### src/design/status_pkg.sv
/*
 holds the constants, field positions, reset values and error codes of the
 status reporting and error queue block.
 assumes a command parser outside that decodes queries and commands into
 one-cycle strobes on the clock_i domain.
*/
// Function
// RL1: reading the questionable event register returns its weighted value and clears it.
// RL2: reading the questionable condition register returns its current weighted value.
// RL3: preset zeroes every enable register and leaves summary, standard event and events alone; the code also zeroes the standard event mask.
// RL4: a questionable event reaches summary bit 3 only while its enable bit is set.
// RL5: summary byte holds operation in 7, service request in 6, event summary in 5, message in 4, questionable in 3.
// RL6: a readable mask selects standard event bits that are ORed into the event summary bit.
// RL7: every status read returns the sum of the binary weights of the set bits.
// RL8: the questionable enable register reads back its unmasked bits as a weighted number.
// RL9: each detected error pushes its number and message identifier into the queue; the code drops an external error pushed in the same cycle as a clamp conflict.
// RL10: each error query returns and removes the oldest entry, first in first out.
// RL11: a query on an empty queue returns code 0 with the no-error message and changes nothing.
// RL12: clear status empties the whole error queue at once.
// RL13: the queue holds 20 entries; on overflow the newest becomes -350 and later errors are dropped until a read.
// RL14: an offset invalid for the amplitude is clamped to the largest allowed value and logs -221.
// RL15: the version query returns a four-digit year, a dot and a revision number.
// RL16: a questionable event bit latches on a rising condition bit and holds until read or cleared.
// RL17: operation complete sets standard event bit 0 once the pending burst or sweep finishes.
package status_pkg;

  // ************************************************************
  // summary byte layout and standard event operation complete bit
  // ************************************************************
  localparam int SB_OPR_BIT = 7;
  localparam int SB_RQS_BIT = 6;
  localparam int SB_ESB_BIT = 5;
  localparam int SB_MAV_BIT = 4;
  localparam int SB_QUE_BIT = 3;
  localparam int SE_OPC_BIT = 0;

  // ************************************************************
  // widths, queue depth and reset values
  // ************************************************************
  localparam int QUES_W = 16;
  localparam int ERR_CODE_W = 16;
  localparam int ERR_MSG_W = 8;
  localparam int QUEUE_DEPTH = 20;
  localparam logic [QUES_W-1:0] QUES_RESET = 16'h0000;
  localparam logic [7:0] BYTE_RESET = 8'h00;

  // ************************************************************
  // error codes and message identifiers
  // ************************************************************
  localparam logic [ERR_CODE_W-1:0] CODE_NO_ERROR = 16'h0000;
  localparam logic [ERR_CODE_W-1:0] CODE_TOO_MANY = 16'hfea2;
  localparam logic [ERR_CODE_W-1:0] CODE_CONFLICT = 16'hff23;
  localparam logic [ERR_MSG_W-1:0] MSG_NO_ERROR = 8'h00;
  localparam logic [ERR_MSG_W-1:0] MSG_TOO_MANY = 8'h01;
  localparam logic [ERR_MSG_W-1:0] MSG_CONFLICT = 8'h02;

  // ************************************************************
  // version as year and revision
  // ************************************************************
  // arbitrary values, not tied to any published release
  localparam logic [15:0] VERSION_YEAR = 16'h07c7;
  localparam logic [7:0] VERSION_REV = 8'h00;

endpackage

### src/design/status_reporting_error_queue.sv
/*
 status registers, summary byte, error queue, offset clamp and version
 reply of the instrument status block.
 assumes all strobes are one-cycle pulses synchronous to clock_i and that
 reads are single cycle; read data is registered and valid one cycle later.
*/
`timescale 1ns/1ps
module status_reporting_error_queue
  import status_pkg::*;
#(
  parameter int DEPTH = QUEUE_DEPTH,
  parameter int OFS_W = 16
)(
  input wire logic clock_i,
  input wire logic reset_i,
  input wire logic [QUES_W-1:0] ques_cond_i,
  input wire logic ques_event_read_i,
  input wire logic ques_cond_read_i,
  input wire logic ques_enable_write_i,
  input wire logic ques_enable_read_i,
  input wire logic [QUES_W-1:0] ques_enable_data_i,
  input wire logic preset_i,
  input wire logic clear_status_i,
  input wire logic [7:0] std_event_set_i,
  input wire logic std_event_read_i,
  input wire logic std_mask_write_i,
  input wire logic std_mask_read_i,
  input wire logic [7:0] std_mask_data_i,
  input wire logic summary_read_i,
  input wire logic operation_summary_i,
  input wire logic service_request_i,
  input wire logic message_available_i,
  input wire logic opc_command_i,
  input wire logic operation_done_i,
  input wire logic error_push_i,
  input wire logic [ERR_CODE_W-1:0] error_code_i,
  input wire logic [ERR_MSG_W-1:0] error_msg_i,
  input wire logic error_read_i,
  input wire logic offset_write_i,
  input wire logic [OFS_W-1:0] offset_request_i,
  input wire logic [OFS_W-1:0] offset_limit_i,
  input wire logic version_read_i,
  output logic [QUES_W-1:0] read_data_o,
  output logic read_valid_o,
  output logic [ERR_CODE_W-1:0] error_code_o,
  output logic [ERR_MSG_W-1:0] error_msg_o,
  output logic error_valid_o,
  output logic [7:0] summary_byte_o,
  output logic [OFS_W-1:0] offset_o,
  output logic [15:0] version_year_o,
  output logic [7:0] version_rev_o
);

  localparam int PTR_W = $clog2(DEPTH);
  localparam int CNT_W = $clog2(DEPTH + 1);

  // refused at elaboration: the pointer wrap needs at least two slots
  if (DEPTH < 2 || OFS_W < 1) begin : g_param_check
    $error("queue depth must be at least 2 and offset width at least 1");
  end

  function automatic logic [PTR_W-1:0] ptr_inc(input logic [PTR_W-1:0] p);
    ptr_inc = (p == PTR_W'(DEPTH - 1)) ? '0 : p + PTR_W'(1);
  endfunction

  // ************************************************************
  // questionable and standard event groups
  // ************************************************************
  logic [QUES_W-1:0] cond_q, event_q, event_d, enable_q;
  logic [7:0] std_event_q, std_event_d, std_mask_q;
  logic opc_pending_q;

  wire [QUES_W-1:0] cond_rise = ques_cond_i & ~cond_q; // RL16
  wire ques_summary = |(event_q & enable_q); // RL4
  wire std_summary = |(std_event_q & std_mask_q); // RL6
  wire opc_fire = opc_pending_q & operation_done_i; // RL17

  // set wins over the clearing read so no edge is lost
  assign event_d = (ques_event_read_i || clear_status_i) ? cond_rise : (event_q | cond_rise); // RL1 RL16
  assign std_event_d = ((std_event_read_i || clear_status_i) ? 8'h00 : std_event_q)
                       | std_event_set_i | (opc_fire ? 8'h01 << SE_OPC_BIT : 8'h00); // RL17

  always_ff @(posedge clock_i or posedge reset_i) begin
    if (reset_i) begin
      cond_q <= QUES_RESET;
      event_q <= QUES_RESET;
      enable_q <= QUES_RESET;
      std_event_q <= BYTE_RESET;
      std_mask_q <= BYTE_RESET;
      opc_pending_q <= 1'b0;
    end else begin
      cond_q <= ques_cond_i;
      event_q <= event_d;
      std_event_q <= std_event_d;
      if (preset_i) begin
        enable_q <= QUES_RESET; // RL3
        std_mask_q <= BYTE_RESET; // RL3
      end else begin
        if (ques_enable_write_i) begin
          enable_q <= ques_enable_data_i;
        end
        if (std_mask_write_i) begin
          std_mask_q <= std_mask_data_i;
        end
      end
      if (opc_fire || clear_status_i) begin
        opc_pending_q <= 1'b0;
      end else if (opc_command_i) begin
        opc_pending_q <= 1'b1;
      end
    end
  end

  // ************************************************************
  // summary byte
  // ************************************************************
  logic [7:0] summary_d;
  always_comb begin
    summary_d = 8'h00;
    summary_d[SB_OPR_BIT] = operation_summary_i; // RL5
    summary_d[SB_RQS_BIT] = service_request_i;
    summary_d[SB_ESB_BIT] = std_summary;
    summary_d[SB_MAV_BIT] = message_available_i;
    summary_d[SB_QUE_BIT] = ques_summary; // RL4
  end

  // ************************************************************
  // register reads, plain binary is the weighted sum
  // ************************************************************
  wire [QUES_W-1:0] read_mux =
    ques_event_read_i ? event_q : // RL1 RL7
    ques_cond_read_i ? cond_q : // RL2
    ques_enable_read_i ? enable_q : // RL8
    std_event_read_i ? QUES_W'(std_event_q) :
    std_mask_read_i ? QUES_W'(std_mask_q) : // RL6
    QUES_W'(summary_d); // RL7
  wire any_read = ques_event_read_i | ques_cond_read_i | ques_enable_read_i | std_event_read_i
                  | std_mask_read_i | summary_read_i;

  always_ff @(posedge clock_i or posedge reset_i) begin
    if (reset_i) begin
      read_data_o <= QUES_RESET;
      read_valid_o <= 1'b0;
      summary_byte_o <= BYTE_RESET;
    end else begin
      read_data_o <= any_read ? read_mux : read_data_o;
      read_valid_o <= any_read;
      summary_byte_o <= summary_d;
    end
  end

  // ************************************************************
  // offset clamp, reports its own conflict into the queue
  // ************************************************************
  wire offset_bad = offset_write_i && (offset_request_i > offset_limit_i);
  always_ff @(posedge clock_i or posedge reset_i) begin
    if (reset_i) begin
      offset_o <= '0;
    end else if (offset_write_i) begin
      offset_o <= offset_bad ? offset_limit_i : offset_request_i; // RL14
    end
  end

  // ************************************************************
  // error queue
  // ************************************************************
  logic [ERR_CODE_W-1:0] code_mem [DEPTH];
  logic [ERR_MSG_W-1:0] msg_mem [DEPTH];
  logic [PTR_W-1:0] rd_q, wr_q;
  logic [CNT_W-1:0] count_q;

  // a clamp conflict takes the push slot; the external error that cycle loses
  wire push_req = error_push_i | offset_bad; // RL9 RL14
  wire [ERR_CODE_W-1:0] push_code = offset_bad ? CODE_CONFLICT : error_code_i;
  wire [ERR_MSG_W-1:0] push_msg = offset_bad ? MSG_CONFLICT : error_msg_i;
  wire is_empty = (count_q == '0);
  wire do_pop = error_read_i && !is_empty; // RL11
  wire is_full = (count_q == CNT_W'(DEPTH));
  wire do_push = push_req && (!is_full || do_pop); // RL13
  wire is_last_free = (count_q == CNT_W'(DEPTH - 1)) && !do_pop;

  always_ff @(posedge clock_i) begin
    if (do_push) begin
      code_mem[wr_q] <= is_last_free ? CODE_TOO_MANY : push_code; // RL9 RL13
      msg_mem[wr_q] <= is_last_free ? MSG_TOO_MANY : push_msg;
    end
  end

  always_ff @(posedge clock_i or posedge reset_i) begin
    if (reset_i) begin
      rd_q <= '0;
      wr_q <= '0;
      count_q <= '0;
    end else if (clear_status_i) begin
      rd_q <= '0; // RL12
      wr_q <= '0;
      count_q <= '0;
    end else begin
      if (do_pop) begin
        rd_q <= ptr_inc(rd_q); // RL10
      end
      if (do_push) begin
        wr_q <= ptr_inc(wr_q);
      end
      count_q <= count_q + CNT_W'(do_push) - CNT_W'(do_pop);
    end
  end

  always_ff @(posedge clock_i or posedge reset_i) begin
    if (reset_i) begin
      error_code_o <= CODE_NO_ERROR;
      error_msg_o <= MSG_NO_ERROR;
      error_valid_o <= 1'b0;
    end else begin
      error_valid_o <= error_read_i;
      if (error_read_i) begin
        error_code_o <= is_empty ? CODE_NO_ERROR : code_mem[rd_q]; // RL10 RL11
        error_msg_o <= is_empty ? MSG_NO_ERROR : msg_mem[rd_q];
      end
    end
  end

  // ************************************************************
  // version reply
  // ************************************************************
  always_ff @(posedge clock_i or posedge reset_i) begin
    if (reset_i) begin
      version_year_o <= 16'h0000;
      version_rev_o <= 8'h00;
    end else if (version_read_i) begin
      version_year_o <= VERSION_YEAR; // RL15
      version_rev_o <= VERSION_REV;
    end
  end

endmodule

### config.mk
export PLATFORM = sky130hd
export DESIGN_NAME = status_reporting_error_queue
export DESIGN_NICKNAME = d
export VERILOG_FILES = /design/src/design/status_pkg.sv /design/src/design/status_reporting_error_queue.sv
export SDC_FILE = /design/constraint.sdc
export NUM_CORES = 1
export LEC_CHECK = 0
export BUFFER_PORTS_ARGS = -buffer_cell sky130_fd_sc_hd__buf_2
export CELL_PAD_IN_SITES_DETAIL_PLACEMENT = 2
export CELL_PAD_IN_SITES_GLOBAL_PLACEMENT = 2
export CORE_ASPECT_RATIO = 1.75
export CORE_MARGIN = 2
export CORE_UTILIZATION = 30
export DETAILED_ROUTE_END_ITERATION = 12
export PLACE_DENSITY_LB_ADDON = 0.25
export REMOVE_ABC_BUFFERS = 1
export SYNTH_ARGS = -nofsm -noshare
export SYNTH_HDL_FRONTEND = slang
export SYNTH_SLANG_ARGS = --single-unit
export TNS_END_PERCENT = 100
### constraint.sdc
create_clock -name clock_i -period 7.6 [get_ports clock_i]
set_clock_uncertainty 0.2 [all_clocks]
set_input_delay 1.14 -clock clock_i [delete_from_list [all_inputs] [get_ports clock_i]]
set_output_delay 1.14 -clock clock_i [all_outputs]
set_load 0.005 [all_outputs]
==> results.md, run 1 <==
- The run finished with clean final reports.
- The final-stage net count is 1,754.
- The post-detailed-route via-to-cell ratio is 5.02.
- The required time at the endpoint of the critical path is around 8 ns.
- The total chip power is 8.50 mW.
- The first global-routing pass estimated 108,000 µm of wire.
- The Yosys warning count is 0.
- STA puts the critical path data arrival time at 4.38 ns.
- The cell count after placement is 2,605.
- The initial antenna violation count is 3.
- The final worst-path cycle share is 52.7%.
- The worst setup path is launched from a primary input.
- Clock-pin slew was measured on the worst setup and hold paths at 0.06 ns.
- The antenna violation net count after detailed routing is 0.
- The global routing usage summed across all routing layers is 17.3%.
- The number of antenna diodes in the final layout is 0.
- The die covers 86,200 µm².
- The largest net degree at the start of global routing is 86.
- Setup violations remaining at the end of the flow were counted as 0.
- The clock buffer count from CTS is 60.
- Along the worst hold path, the cell count comes to 1.
- CTS built an H-tree with a depth of 2.
- The via count of the first global-routing pass is between 15k and 20k.
- The layout has 8,273 filler cells.
- The clock tree buffer depth is 3.
- The critical path is of the in2reg type.
- In this run the count of I/O pins placed on the die edge is 215.
- Sorting the synthesized cells by area gives the leading types as edfxtp_1 57%, dfrtp_1 14%, mux4_2 13%.
- At the placement stage, the worst setup path has a slack of just under 3 ns.
- The cell depth of the worst flop-to-flop path is 4.
- The launching instance or port of the critical path is offset_limit_i[6].
- The minimum setup slack in the final design is 3.59 ns.
- The worst setup path is captured at a flip-flop.
- Adding up every negative setup slack in the final design gives 0 ns.
- The analysis attributes to cell leakage a power of 10.4 nW.
- Summed over all layers, the routed wires come to 73,600 µm.
- The share of Yosys cell area claimed by the top area cell type is ~57%.
- The post-layout utilization of the core is 35.5%.
- After synthesis, the netlist uses 49 different library cells.
- The synthesis-to-layout area growth is 17.2%.
- The starting density of the core is a little over 30%.
- Synthesis inferred ~620 register bits.
- The number of hold violations in the final report is 0.
- The final global-route overflow total is 0.
- The post-cts gate resize count is 0.
- Of all cell types, the one taking the most synthesized area is edfxtp_1.
- Following the worst setup path forward leads to its endpoint at count_q[4]$_DFF_PP0_.
- Yosys mapped a number of flops with a built-in enable equal to between 400 and 500.
- The end of the worst register-to-register path is error_code_o[14]$_DFFE_PP0P_.
- Summing every instance area after synthesis gives 25,100 µm².
- Across all layers, the routed design uses between 10k and 15k vias.
- Input and output buffers added on the ports amount to between 150 and 200.
- The number of max-slew violations in the final report is 0.
- In this run, the number of DRC markers left after iteration 0 of detailed routing was 1,174.
- The tree is rooted in a clkbuf_16.
- TritonCTS built the clock tree.
- The tightest min-delay check is of the reg2reg type.
- The hold buffer count at CTS is 0.
- The worst-case vdd ir drop is 167 µV.
- For this run, asynchronously set or reset flops after synthesis account for 23.1%.
- The first detailed-routing pass ran for 5 iterations.
- The mean instance size in the synthesized netlist is 18.1 µm².
- Cells with a size suffix above 1 make up 30.1% of the layout.
- Of the synthesized area, sequential elements account for a little under three quarters.
- The floorplan die height is 387 µm.
- The clock latency of the later-clocked register in the worst-skew pair is 0.65 ns.
- For this run, the leading register cell type out of synthesis is edfxtp_1.
- Max-cap violations in this run came to 0.
- The worst register-to-register path begins at rd_q[1]$_DFFE_PP0P_.
- For the finished layout, the period the worst path requires is roughly 4.0 ns.
- For the pin with the worst max-slew slack, the measured transition is ~1.2 ns.
- The maximum fanout along the worst path is 6.
- Synthesis produced 1,389 cells.
- Detailed placement finished with a half-perimeter wire length of approximately 44,000 µm.
- Setup repair after global routing left no endpoint under its margin.
- Dividing total power by cell area gives a power density of 289 nW/µm².
- The headroom to the max-slew limit is 17.4%.
- The count of unresolved DRC violations after routing is 0.
- Routability-driven placement finished with a final weighted congestion of ~0.75.
- For this run, the top clock speed supported by timing is 0.250 GHz.
- The TritonCTS sink count is 624.
- In the final routed layout, each cell accounts on average for 27.1 µm.
- For flop-to-flop paths, the worst setup slack is approximately 4 ns.
- Post-CTS timing repair inserted 0 buffers for setup.
- The row count is 140.
- The die is 223 µm wide.
- The region available for standard cell placement spans 83,000 µm².
- Leaving out filler cells and counting taps, the final layout contains 2,717.
==> area by class of cell <==
class                           count  area, µm²  share of cell area, %
Sequential cell                   624      18000                   61.2
Multi-Input combinational cell    638       6620                   22.5
Clock buffer                       80       1650                   5.59
Tap cell                         1065       1330                   4.52
Timing Repair Buffer              229       1240                   4.22
Clock inverter                     32        393                   1.33
Inverter                           49        189                  0.641
==> worst max-delay path, stage by stage <==
cell and delay [ns]:
buf_2 0.09, inv_1 0.04, ha_1 0.32, nand4_1 0.24, o41ai_1 0.60, a32oi_1 0.24
nand2_1 0.26, o21ai_1 0.10, ha_1 0.22, fa_1 0.43, a21oi_1 0.17, nor2_1 0.06
or3_1 0.34, a21oi_1 0.14
==> through the flow <==
stage / hold slack, ns / cell area, µm²
finish: 0.270 / 29500
global placement: 0.246 / 27400
CTS: 0.268 / 29400
global route: 0.285 / 29500
floorplan: 0.235 / 24700
detailed placement: 0.257 / 27400
==> metal layers <==
layer  wire length [µm]  global-route usage [%]
met5                 34                       0
met4               1900                    5.06
met3               2780                    2.69
met2              40100                    32.4
met1              28800                    20.2
==> worst min-delay path by stage <==
stage | start | endpoint | slack [ns]
after floorplan | cond_q[0]$_DFF_PP0_ | event_q[0]$_DFF_PP0_ | 0.24
after global placement | cond_q[5]$_DFF_PP0_ | event_q[5]$_DFF_PP0_ | 0.25
after detailed placement | cond_q[5]$_DFF_PP0_ | event_q[5]$_DFF_PP0_ | 0.26
after CTS | cond_q[5]$_DFF_PP0_ | event_q[5]$_DFF_PP0_ | 0.27
after global routing | cond_q[14]$_DFF_PP0_ | event_q[14]$_DFF_PP0_ | 0.28
final | cond_q[5]$_DFF_PP0_ | event_q[5]$_DFF_PP0_ | 0.27
==> layout by cell type, fill, tap and decap left out, types with 5 or more instances in the layout <==
cell and count:
a21o_1 8, a21oi_1 34, a221o_1 50, a22o_1 5, a22oi_1 8, and2_1 11, buf_2 195, buf_4 33
bufinv_16 7, clkbuf_1 14, clkbuf_16 61, clkbuf_8 5, clkinv_1 6, clkinv_2 10, conb_1 19, dfrtp_1 141
edfxtp_1 480, ha_1 26, inv_1 48, mux2i_1 38, mux4_2 144, nand2_1 50, nand2b_1 9, nand3_1 5
nand3b_1 5, nand4_1 8, nor2_1 67, nor2_4 8, nor2b_1 46, nor4_2 5, o21ai_0 29, o21ai_1 11
==> kinds of logic after synthesis <==
group | share of synthesized area, %
mux | 14.4
buf+inv | 2.81
other cells | 0.0149
flops | 71.7
fa+ha+maj | 1.37
compound gates | 4.88
simple gates | 4.63
xor+xnor | 0.139
==> synthesized netlist by cell type (11+ instances only) <==
cell	count
and2_1	11
mux4_2	144
edfxtp_1	480
o21ai_1	12
o21ai_0	29
a221o_1	50
a21oi_1	35
clkbuf_1	47
nor2b_1	50
mux2i_1	38
inv_1	49
ha_1	26
nor2_1	78
nand2_1	50
buf_4	26
dfrtp_1	144
==> registers in the layout, summed over array words and instances (netlist names), 5 cells and up <==
name,cells
enable_q,16
error_code_o,16
std_mask_q,8
error_msg_o,8
read_data_o,16
cond_q,16
std_event_q,8
summary_byte_o,5
count_q,5
wr_q,5
event_q,16
msg_mem,160
rd_q,5
code_mem,320
offset_o,16
==> report_power, final <==
group | switching, mW | total (mW) | internal [mW]
clock network | 1.36 | 3.13 | 1.77
registers | 0.161 | 4.04 | 3.88
logic | 0.670 | 1.33 | 0.656
No activity file was read; power rests on OpenSTA's default activity.
==> inputs of run 2 (changes only) <==
==> constraint.sdc (replaced) <==
create_clock -name clock_i -period 3.6 [get_ports clock_i]
set_clock_uncertainty 0.2 [all_clocks]
set_input_delay 0.54 -clock clock_i [delete_from_list [all_inputs] [get_ports clock_i]]
set_output_delay 0.54 -clock clock_i [all_outputs]
set_load 0.005 [all_outputs]
==> results.md, run 2 (synthesis results as in run 1) <==
- The final global-route overflow total is 0.
- The die is 223 µm wide.
- The floorplan step defined a die boundary enclosing 86,200 µm².
- The endpoint kind of the worst setup timing path is a flip-flop.
- The worst-case vdd ir drop is 318 µV.
- Setup violations remaining at the end of the flow were counted as 0.
- The worst setup path is launched from a primary input.
- The class of the worst hold path is in2reg.
- No sink is reached through more buffers than the 3 on the longest clock path.
- The count of vias placed by the detailed router is 14.4k.
- For the finished layout, the period the worst path requires is 3.53 ns.
- Leaving out fill and tap cells, the most frequent cell in the layout is edfxtp_1.
- In this run the most critical hold path is launched from offset_limit_i[11].
- The count of port buffers added during placement is 195.
- The starting density of the core is 30.3%.
- The number of hold violations in the final report is 0.
- Of the cells placed in the final design, the portion with a size suffix greater than 1 is about a third.
- The post-detailed-route via-to-cell ratio is between 5 and 6.
- The via count of the first global-routing pass is 16.6k.
- After detailed routing, the number of remaining DRC violations is 0.
- The TritonCTS sink count is 624.
- The initial antenna violation count is 4.
- The kind of critical path is in2reg.
- The pre-CTS worst setup slack is -0.230 ns.
- In the layout the commonest cells are 480 x edfxtp_1, 195 x buf_2, 144 x mux4_2.
- The first global-routing pass estimated 112,000 µm of wire.
- After detailed routing, the total wire length is 75,700 µm.
- Counting tap cells, the placed design contains a total of 2,653 instances.
- The floorplan has 140 rows.
- The flow ran to the end, and the final reports show no timing, DRC or antenna violations.
- The headroom to the max-slew limit is 20.7%.
- The CTS tree is done.
- The total half-perimeter wirelength after legalization and detailed placement is 47,400 µm.
- The final-stage net count is 1,894.
- The H-tree was split into 2 levels.
- The achievable frequency is 0.284 GHz.
- The clock buffer count from CTS is 60.
- The first TritonRoute pass finished after 6 iterations.
- For this design the static power due to leakage is 11.1 nW.
- Entering global routing, the biggest net connects 56 pins.
- The total chip power is roughly 18 mW.
- The die is 387 µm tall.
- The mean routed wirelength per cell is 26.5 µm.
- The antenna violation net count after detailed routing is 0.
- The tree is rooted in a clkbuf_16.
- The number of max-slew violations in the final report is 0.
- Global routing used 17.7% of the available tracks across all layers.
- The launching instance or port of the critical path is offset_limit_i[9].
- The required time at the endpoint of the critical path is 3.95 ns.
- The core region is ~83,000 µm².
- The congestion estimate from routability-driven global placement came to about 0.77.
- In the final layout, the registers with the most flip-flops are code_mem: 320 flops, msg_mem: 160 flops.
- Setup repair after global routing could not meet its margin everywhere.
- Once routing completed, OpenROAD measured the worst setup slack at 0.0745 ns.
- After clock tree synthesis, the clock-pin slew on the worst setup and hold paths is approximately 0.060 ns.
- The power density of the placed cells is 590 nW/µm².
- Of all nets on the critical path, the largest fanout is 2.
- Compared with the post-synthesis result, the final layout area differs by 23.9%.
- The finished layout holds ~2.9k standard cells, fillers aside.
- Across the run, the number of max-cap violations was 0.
- The number of DRC markers in iteration 0 is 971.
- In the finished design, the share of the clock period the worst path needs comes to a little over nine tenths.
- The register with the most flip-flops in the layout has 320 of them.
- The slew at the pin closest to its max-slew limit is between 1 and 1.5 ns.
- The number of ports placed on the die boundary is 215.
- The launching point of the worst reg2reg path is count_q[3]$_DFF_PP0_.
- The later pin in the worst-skew pair is clocked with a latency of 0.63 ns.
- The post-layout utilization of the core is between 30 and 40%.
- The arrival time of the worst setup path is 3.87 ns.
- Counting flops per register, the top entry is code_mem.
run 2: cell types whose count changed in the layout (fill, tap and decap cells not counted), sizes merged:
cell and change:
buf +52, clkinvlp -3, nor2 +1, inv +3, diode +1, clkinv -8, dlygate4sd3 +87, bufinv +2
clkbuf +8
run 2: cell type report:
cell class,instances,area (µm²)
diodes,1,2.50
flip-flops and latches,624,18000
repair buffers,368,2820
clock buffers,88,1720
clock inverters,26,378
fillers,8165,51900
multi-input cells,639,6670
well taps,1065,1330
inverters,49,189
run 2: final timing paths:
check                                              end  slack, ns  depth (start not counted)
min in group asynchronous     std_event_q[0]$_DFF_PP0_       0.35                          3
setup reg to reg                  count_q[4]$_DFF_PP0_       0.56                         12
max in group asynchronous  read_data_o[12]$_DFFE_PP0P_       2.02                          4
setup / recovery                  count_q[4]$_DFF_PP0_       0.07                         16
hold / removal                offset_o[11]$_DFFE_PP0P_       0.08                          3
hold reg to reg                   event_q[7]$_DFF_PP0_       0.27                          1
run 2: what timing repair did:
item | 4_1_cts | 5_1_grt
hold endpoints to repair | 135 | 0
resized for setup | 0 | 17
buffers inserted | 0 | 3
endpoints found under the setup margin | 0 | 261
hold buffers | 87 | 0
run 2: critical path, stage by stage:
cell	delay, ns
dlygate4sd3_1	0.54
buf_2	0.13
inv_1	0.05
ha_1	0.31
a41oi_2	0.17
o21ai_1	0.10
a211o_1	0.29
a221o_1	0.28
nand2_1	0.09
o21ai_1	0.07
ha_1	0.23
fa_2	0.38
a21oi_2	0.14
nor2_1	0.05
or3_1	0.33
a21oi_1	0.15
run 2: per-layer routing:
metal / track usage, % / share of wire [%] / vias up
met5: 0 / 0.057 / -
met4: 6.03 / 3.2 / 6
met3: 2.72 / 3.8 / 112
met2: 33.5 / 55 / 376
met1: 20.0 / 38 / 7711
li1: - / - / 6145
run 2: through the flow:
| stage | TNS, ns | instance area, µm² | hold slack [ns] |
|---|---|---|---|
| 2_1_floorplan | -369.08 | 24700 | 0.235 |
| 3_3_place_gp | -1.59 | 28000 | 0.245 |
| 3_5_place_dp | -25.64 | 28000 | 0.263 |
| 4_1_cts | 0 | 31000 | 0.00667 |
| 5_1_grt | -0.194 | 31100 | 0.0451 |
| 6_report | 0 | 31100 | 0.0833 |
run 2: power by group:
| group | total, mW | internal [mW] | switching (mW) | leakage [nW] |
|---|---|---|---|---|
| combinational | 3.12 | 1.57 | 1.55 | 3.98 |
| sequential | 8.47 | 8.19 | 0.283 | 6.12 |
| clock | 6.76 | 3.96 | 2.80 | 1.03 |
==> inputs of run 3 (changes only) <==
--- a/config.mk
+++ b/config.mk
@@ -8,12 +8,13 @@
 export BUFFER_PORTS_ARGS = -buffer_cell sky130_fd_sc_hd__buf_2
 export CELL_PAD_IN_SITES_DETAIL_PLACEMENT = 2
 export CELL_PAD_IN_SITES_GLOBAL_PLACEMENT = 2
-export CORE_ASPECT_RATIO = 1.75
+export CORE_ASPECT_RATIO = 1.25
 export CORE_MARGIN = 2
 export CORE_UTILIZATION = 30
 export DETAILED_ROUTE_END_ITERATION = 12
-export PLACE_DENSITY_LB_ADDON = 0.25
+export PLACE_DENSITY = 0.65
 export REMOVE_ABC_BUFFERS = 1
+export SLEW_MARGIN = 10
 export SYNTH_ARGS = -nofsm -noshare
 export SYNTH_HDL_FRONTEND = slang
 export SYNTH_SLANG_ARGS = --single-unit
==> results.md, run 3 (synthesis results as in run 1) <==
- The flow ran to the end, and the final reports show no timing, DRC or antenna violations.
- The post-route netlist has 30.5% of its cells at a drive strength greater than 1.
- The count of vias placed by the detailed router is 14.4k.
- The final global-route overflow total is 0.
- After floorplanning, the core was divided into 118 placement rows.
- Based on the critical path, the design can be clocked at up to about 0.29 GHz.
- The later pin in the worst-skew pair is clocked with a latency of 0.66 ns.
- The slowest stage of the critical path belongs to the cell dlygate4sd3_1.
- The synthesis-to-layout area growth is 23.7%.
- For this design the top-level I/O count stands at 215.
- The delay of the slowest cell on the worst path is between 0.5 and 0.6 ns.
- In this run the cell area measured after placement is 28,000 µm².
- Once routing completed, OpenROAD measured the worst setup slack at 0.166 ns.
- The area of the core region is 83,000 µm².
- Entering global routing, the biggest net connects between 60 and 70 pins.
- The number of flip-flops under the largest register name is 320.
- The count of port buffers added during placement is 195.
- The tool flagged a number of max-cap violations equal to 0.
- Walking the worst path, the cells encountered are dlygate4sd3_1 -> buf_2 -> ha_1 -> nand4_1 -> nor3_2 -> a22oi_2 -> a21oi_2 -> or3_4 -> o21ai_1 -> ha_2 -> fa_2 -> a21oi_2 -> nor2_1 -> or3_1 -> a21oi_1.
- After routing the design area is approximately 31,000 µm².
- In the layout the commonest cells are 480 x edfxtp_1, 195 x buf_2, 144 x mux4_2.
- The antenna violation net count after detailed routing is 0.
- The cell count after placement is 2,646.
- The starting density of the core is 30.3%.
- The CTS tree is done.
- The floorplan die height is 328 µm.
- The number of hold violations in the final report is 0.
- The clock share of power is 37.6%.
- The worst setup path is captured at a flip-flop.
- Setup repair after global routing left no endpoint under its margin.
- Setup violations remaining at the end of the flow were counted as 0.
- Clock tree synthesis selected as its root buffer the cell clkbuf_16.
- The worst-case vdd ir drop is 355 µV.
- The clock tree buffer depth is 3.
- The worst setup path is launched from a primary input.
- The most common cell after layout, fill and taps aside is edfxtp_1.
- The final-stage net count is 1,868.
- After layout, the design draws a total of roughly 19 mW.
- The routed design has 76,300 µm of wire.
- Summed over all nets, the switching power comes to 4.90 mW.
- The count of unresolved DRC violations after routing is 0.
- The via count of the first global-routing pass is 16.4k.
- For the finished layout, the period the worst path requires is 3.43 ns.
- The final instance count without filler cells is between 2k and 3k.
- The dominant cell type by count on the critical path is a21oi_2.
- Of the total power, combinational logic draws 16.7%.
- The slew at the pin closest to its max-slew limit is around 1 ns.
- In this run the tightest slew margin relative to its limit is roughly a third.
- The pre-antenna-repair detailed-routing pass consisted of 5 iterations.
- The initial antenna violation count is 2.
- The floorplan step defined a die boundary enclosing 86,100 µm².
- After the first detailed-routing iteration, the DRC count stood at 1,058.
- Using the TritonRoute via totals, the vias-per-cell ratio works out to 5.05.
- The leakage power total is 11.0 nW.
- The global routing usage summed across all routing layers is 17.8%.
- The sequential group share of total power is 45.7%.
- Once the clock tree was built, the setup fixing pass inserted 0 buffers.
- The maximum fanout along the worst path is 3.
- The final worst-path cycle share is 95.4%.
- For this design the ratio of total power to cell area is between 500 and 600 nW/µm².
- The clock buffer count from CTS is 68.
- Before CTS, the worst setup slack after placement is -0.178 ns.
- The switching part of the total is 26.4%.
- In this run the number of H-tree levels came out at 3.
- The repair_antennas step left the layout with diodes totalling 0.
- The required time at the endpoint of the critical path is 3.90 ns.
- By startpoint and endpoint, the worst setup path is classified as in2reg.
- For the worst setup path, the data arrival time is 3.74 ns.
- The internal power contribution is 13.7 mW.
- Summed over all nets, the half-perimeter wirelength after detailed placement is 43,300 µm.
- The largest register by flop count is code_mem.
- The sum of negative setup slack is 0 ns.
- Routability-driven placement finished with a final weighted congestion of 0.777.
- The number of max-slew violations in the final report is 0.
- In the final layout, the registers with the most flip-flops are code_mem: 320 flops, msg_mem: 160 flops.
- The tightest min-delay check is of the in2reg type.
- After detailed routing, the average wire length per cell comes to about 27 µm.
- Measured along the x axis, the die boundary spans around 260 µm.
- After clock tree synthesis, the clock-pin slew on the worst setup and hold paths is 0.05 ns.
- Clock tree synthesis found a total of between 600 and 700 sinks.
- The first global-routing pass estimated 113,000 µm of wire.
run 3: worst max-delay path: cells and delay by family:
family / cells / cell delay (ns)
and+or+nand+nor: 5 / 1.03
buffers and inverters: 2 / 0.69
adders and majority gates: 3 / 0.88
AOI/OAI and AO/OA: 5 / 0.60
run 3: path summary, 6_finish.rpt:
kind | startpoint | slack [ns] | cells past startpoint | endpoint
min | offset_request_i[2] | 0.03 | 2 | offset_o[2]$_DFFE_PP0P_
max reg2reg | count_q[3]$_DFF_PP0_ | 0.59 | 12 | count_q[4]$_DFF_PP0_
max in group asynchronous | reset_i | 2.05 | 4 | error_msg_o[4]$_DFFE_PP0P_
max | offset_request_i[6] | 0.17 | 15 | count_q[4]$_DFF_PP0_
min reg2reg | cond_q[0]$_DFF_PP0_ | 0.26 | 1 | event_q[0]$_DFF_PP0_
min in group asynchronous | reset_i | 0.43 | 3 | error_msg_o[7]$_DFFE_PP0P_
run 3: final cells by class:
| cell class | count | area [µm²] |
|---|---|---|
| well taps | 1080 | 1350 |
| flip-flops and latches | 624 | 18000 |
| fillers | 8146 | 51900 |
| repair buffers | 335 | 2590 |
| clock inverters | 30 | 373 |
| multi-input cells | 638 | 6670 |
| clock buffers | 94 | 1870 |
| inverters | 49 | 189 |
run 3: per-layer routing:
layer	vias to the layer above	global-route usage [%]	wire length [µm]
li1	6078	-	-
met1	7813	22.7	31900
met2	386	31.5	39500
met3	115	2.46	3080
met4	2	5.17	1710
met5	-	0	8
run 3: repair_timing:
item | 4_1_cts | 5_1_grt
hold buffers | 80 | 0
hold endpoints to repair | 142 | 0
gates resized for setup | 0 | 9
setup endpoints to repair | 0 | 7
run 3: stage by stage:
step                      hold slack, ns  util [%]
final                             0.0331      37.4
after global routing              0.0163      37.4
after CTS                        0.00120      37.4
after detailed placement           0.253      33.7
after global placement             0.246      33.7
after floorplan                    0.235         -
run 3: power groups by stage:
stage / clock, mW / combinational (mW) / sequential [mW]
after floorplan: 0 / 1.84 / 8.76
after global placement: 0 / 2.96 / 8.61
after detailed placement: 0 / 3.07 / 8.63
after CTS: 7.21 / 3.17 / 8.49
after global routing: 7.46 / 3.39 / 8.52
final: 6.99 / 3.11 / 8.49
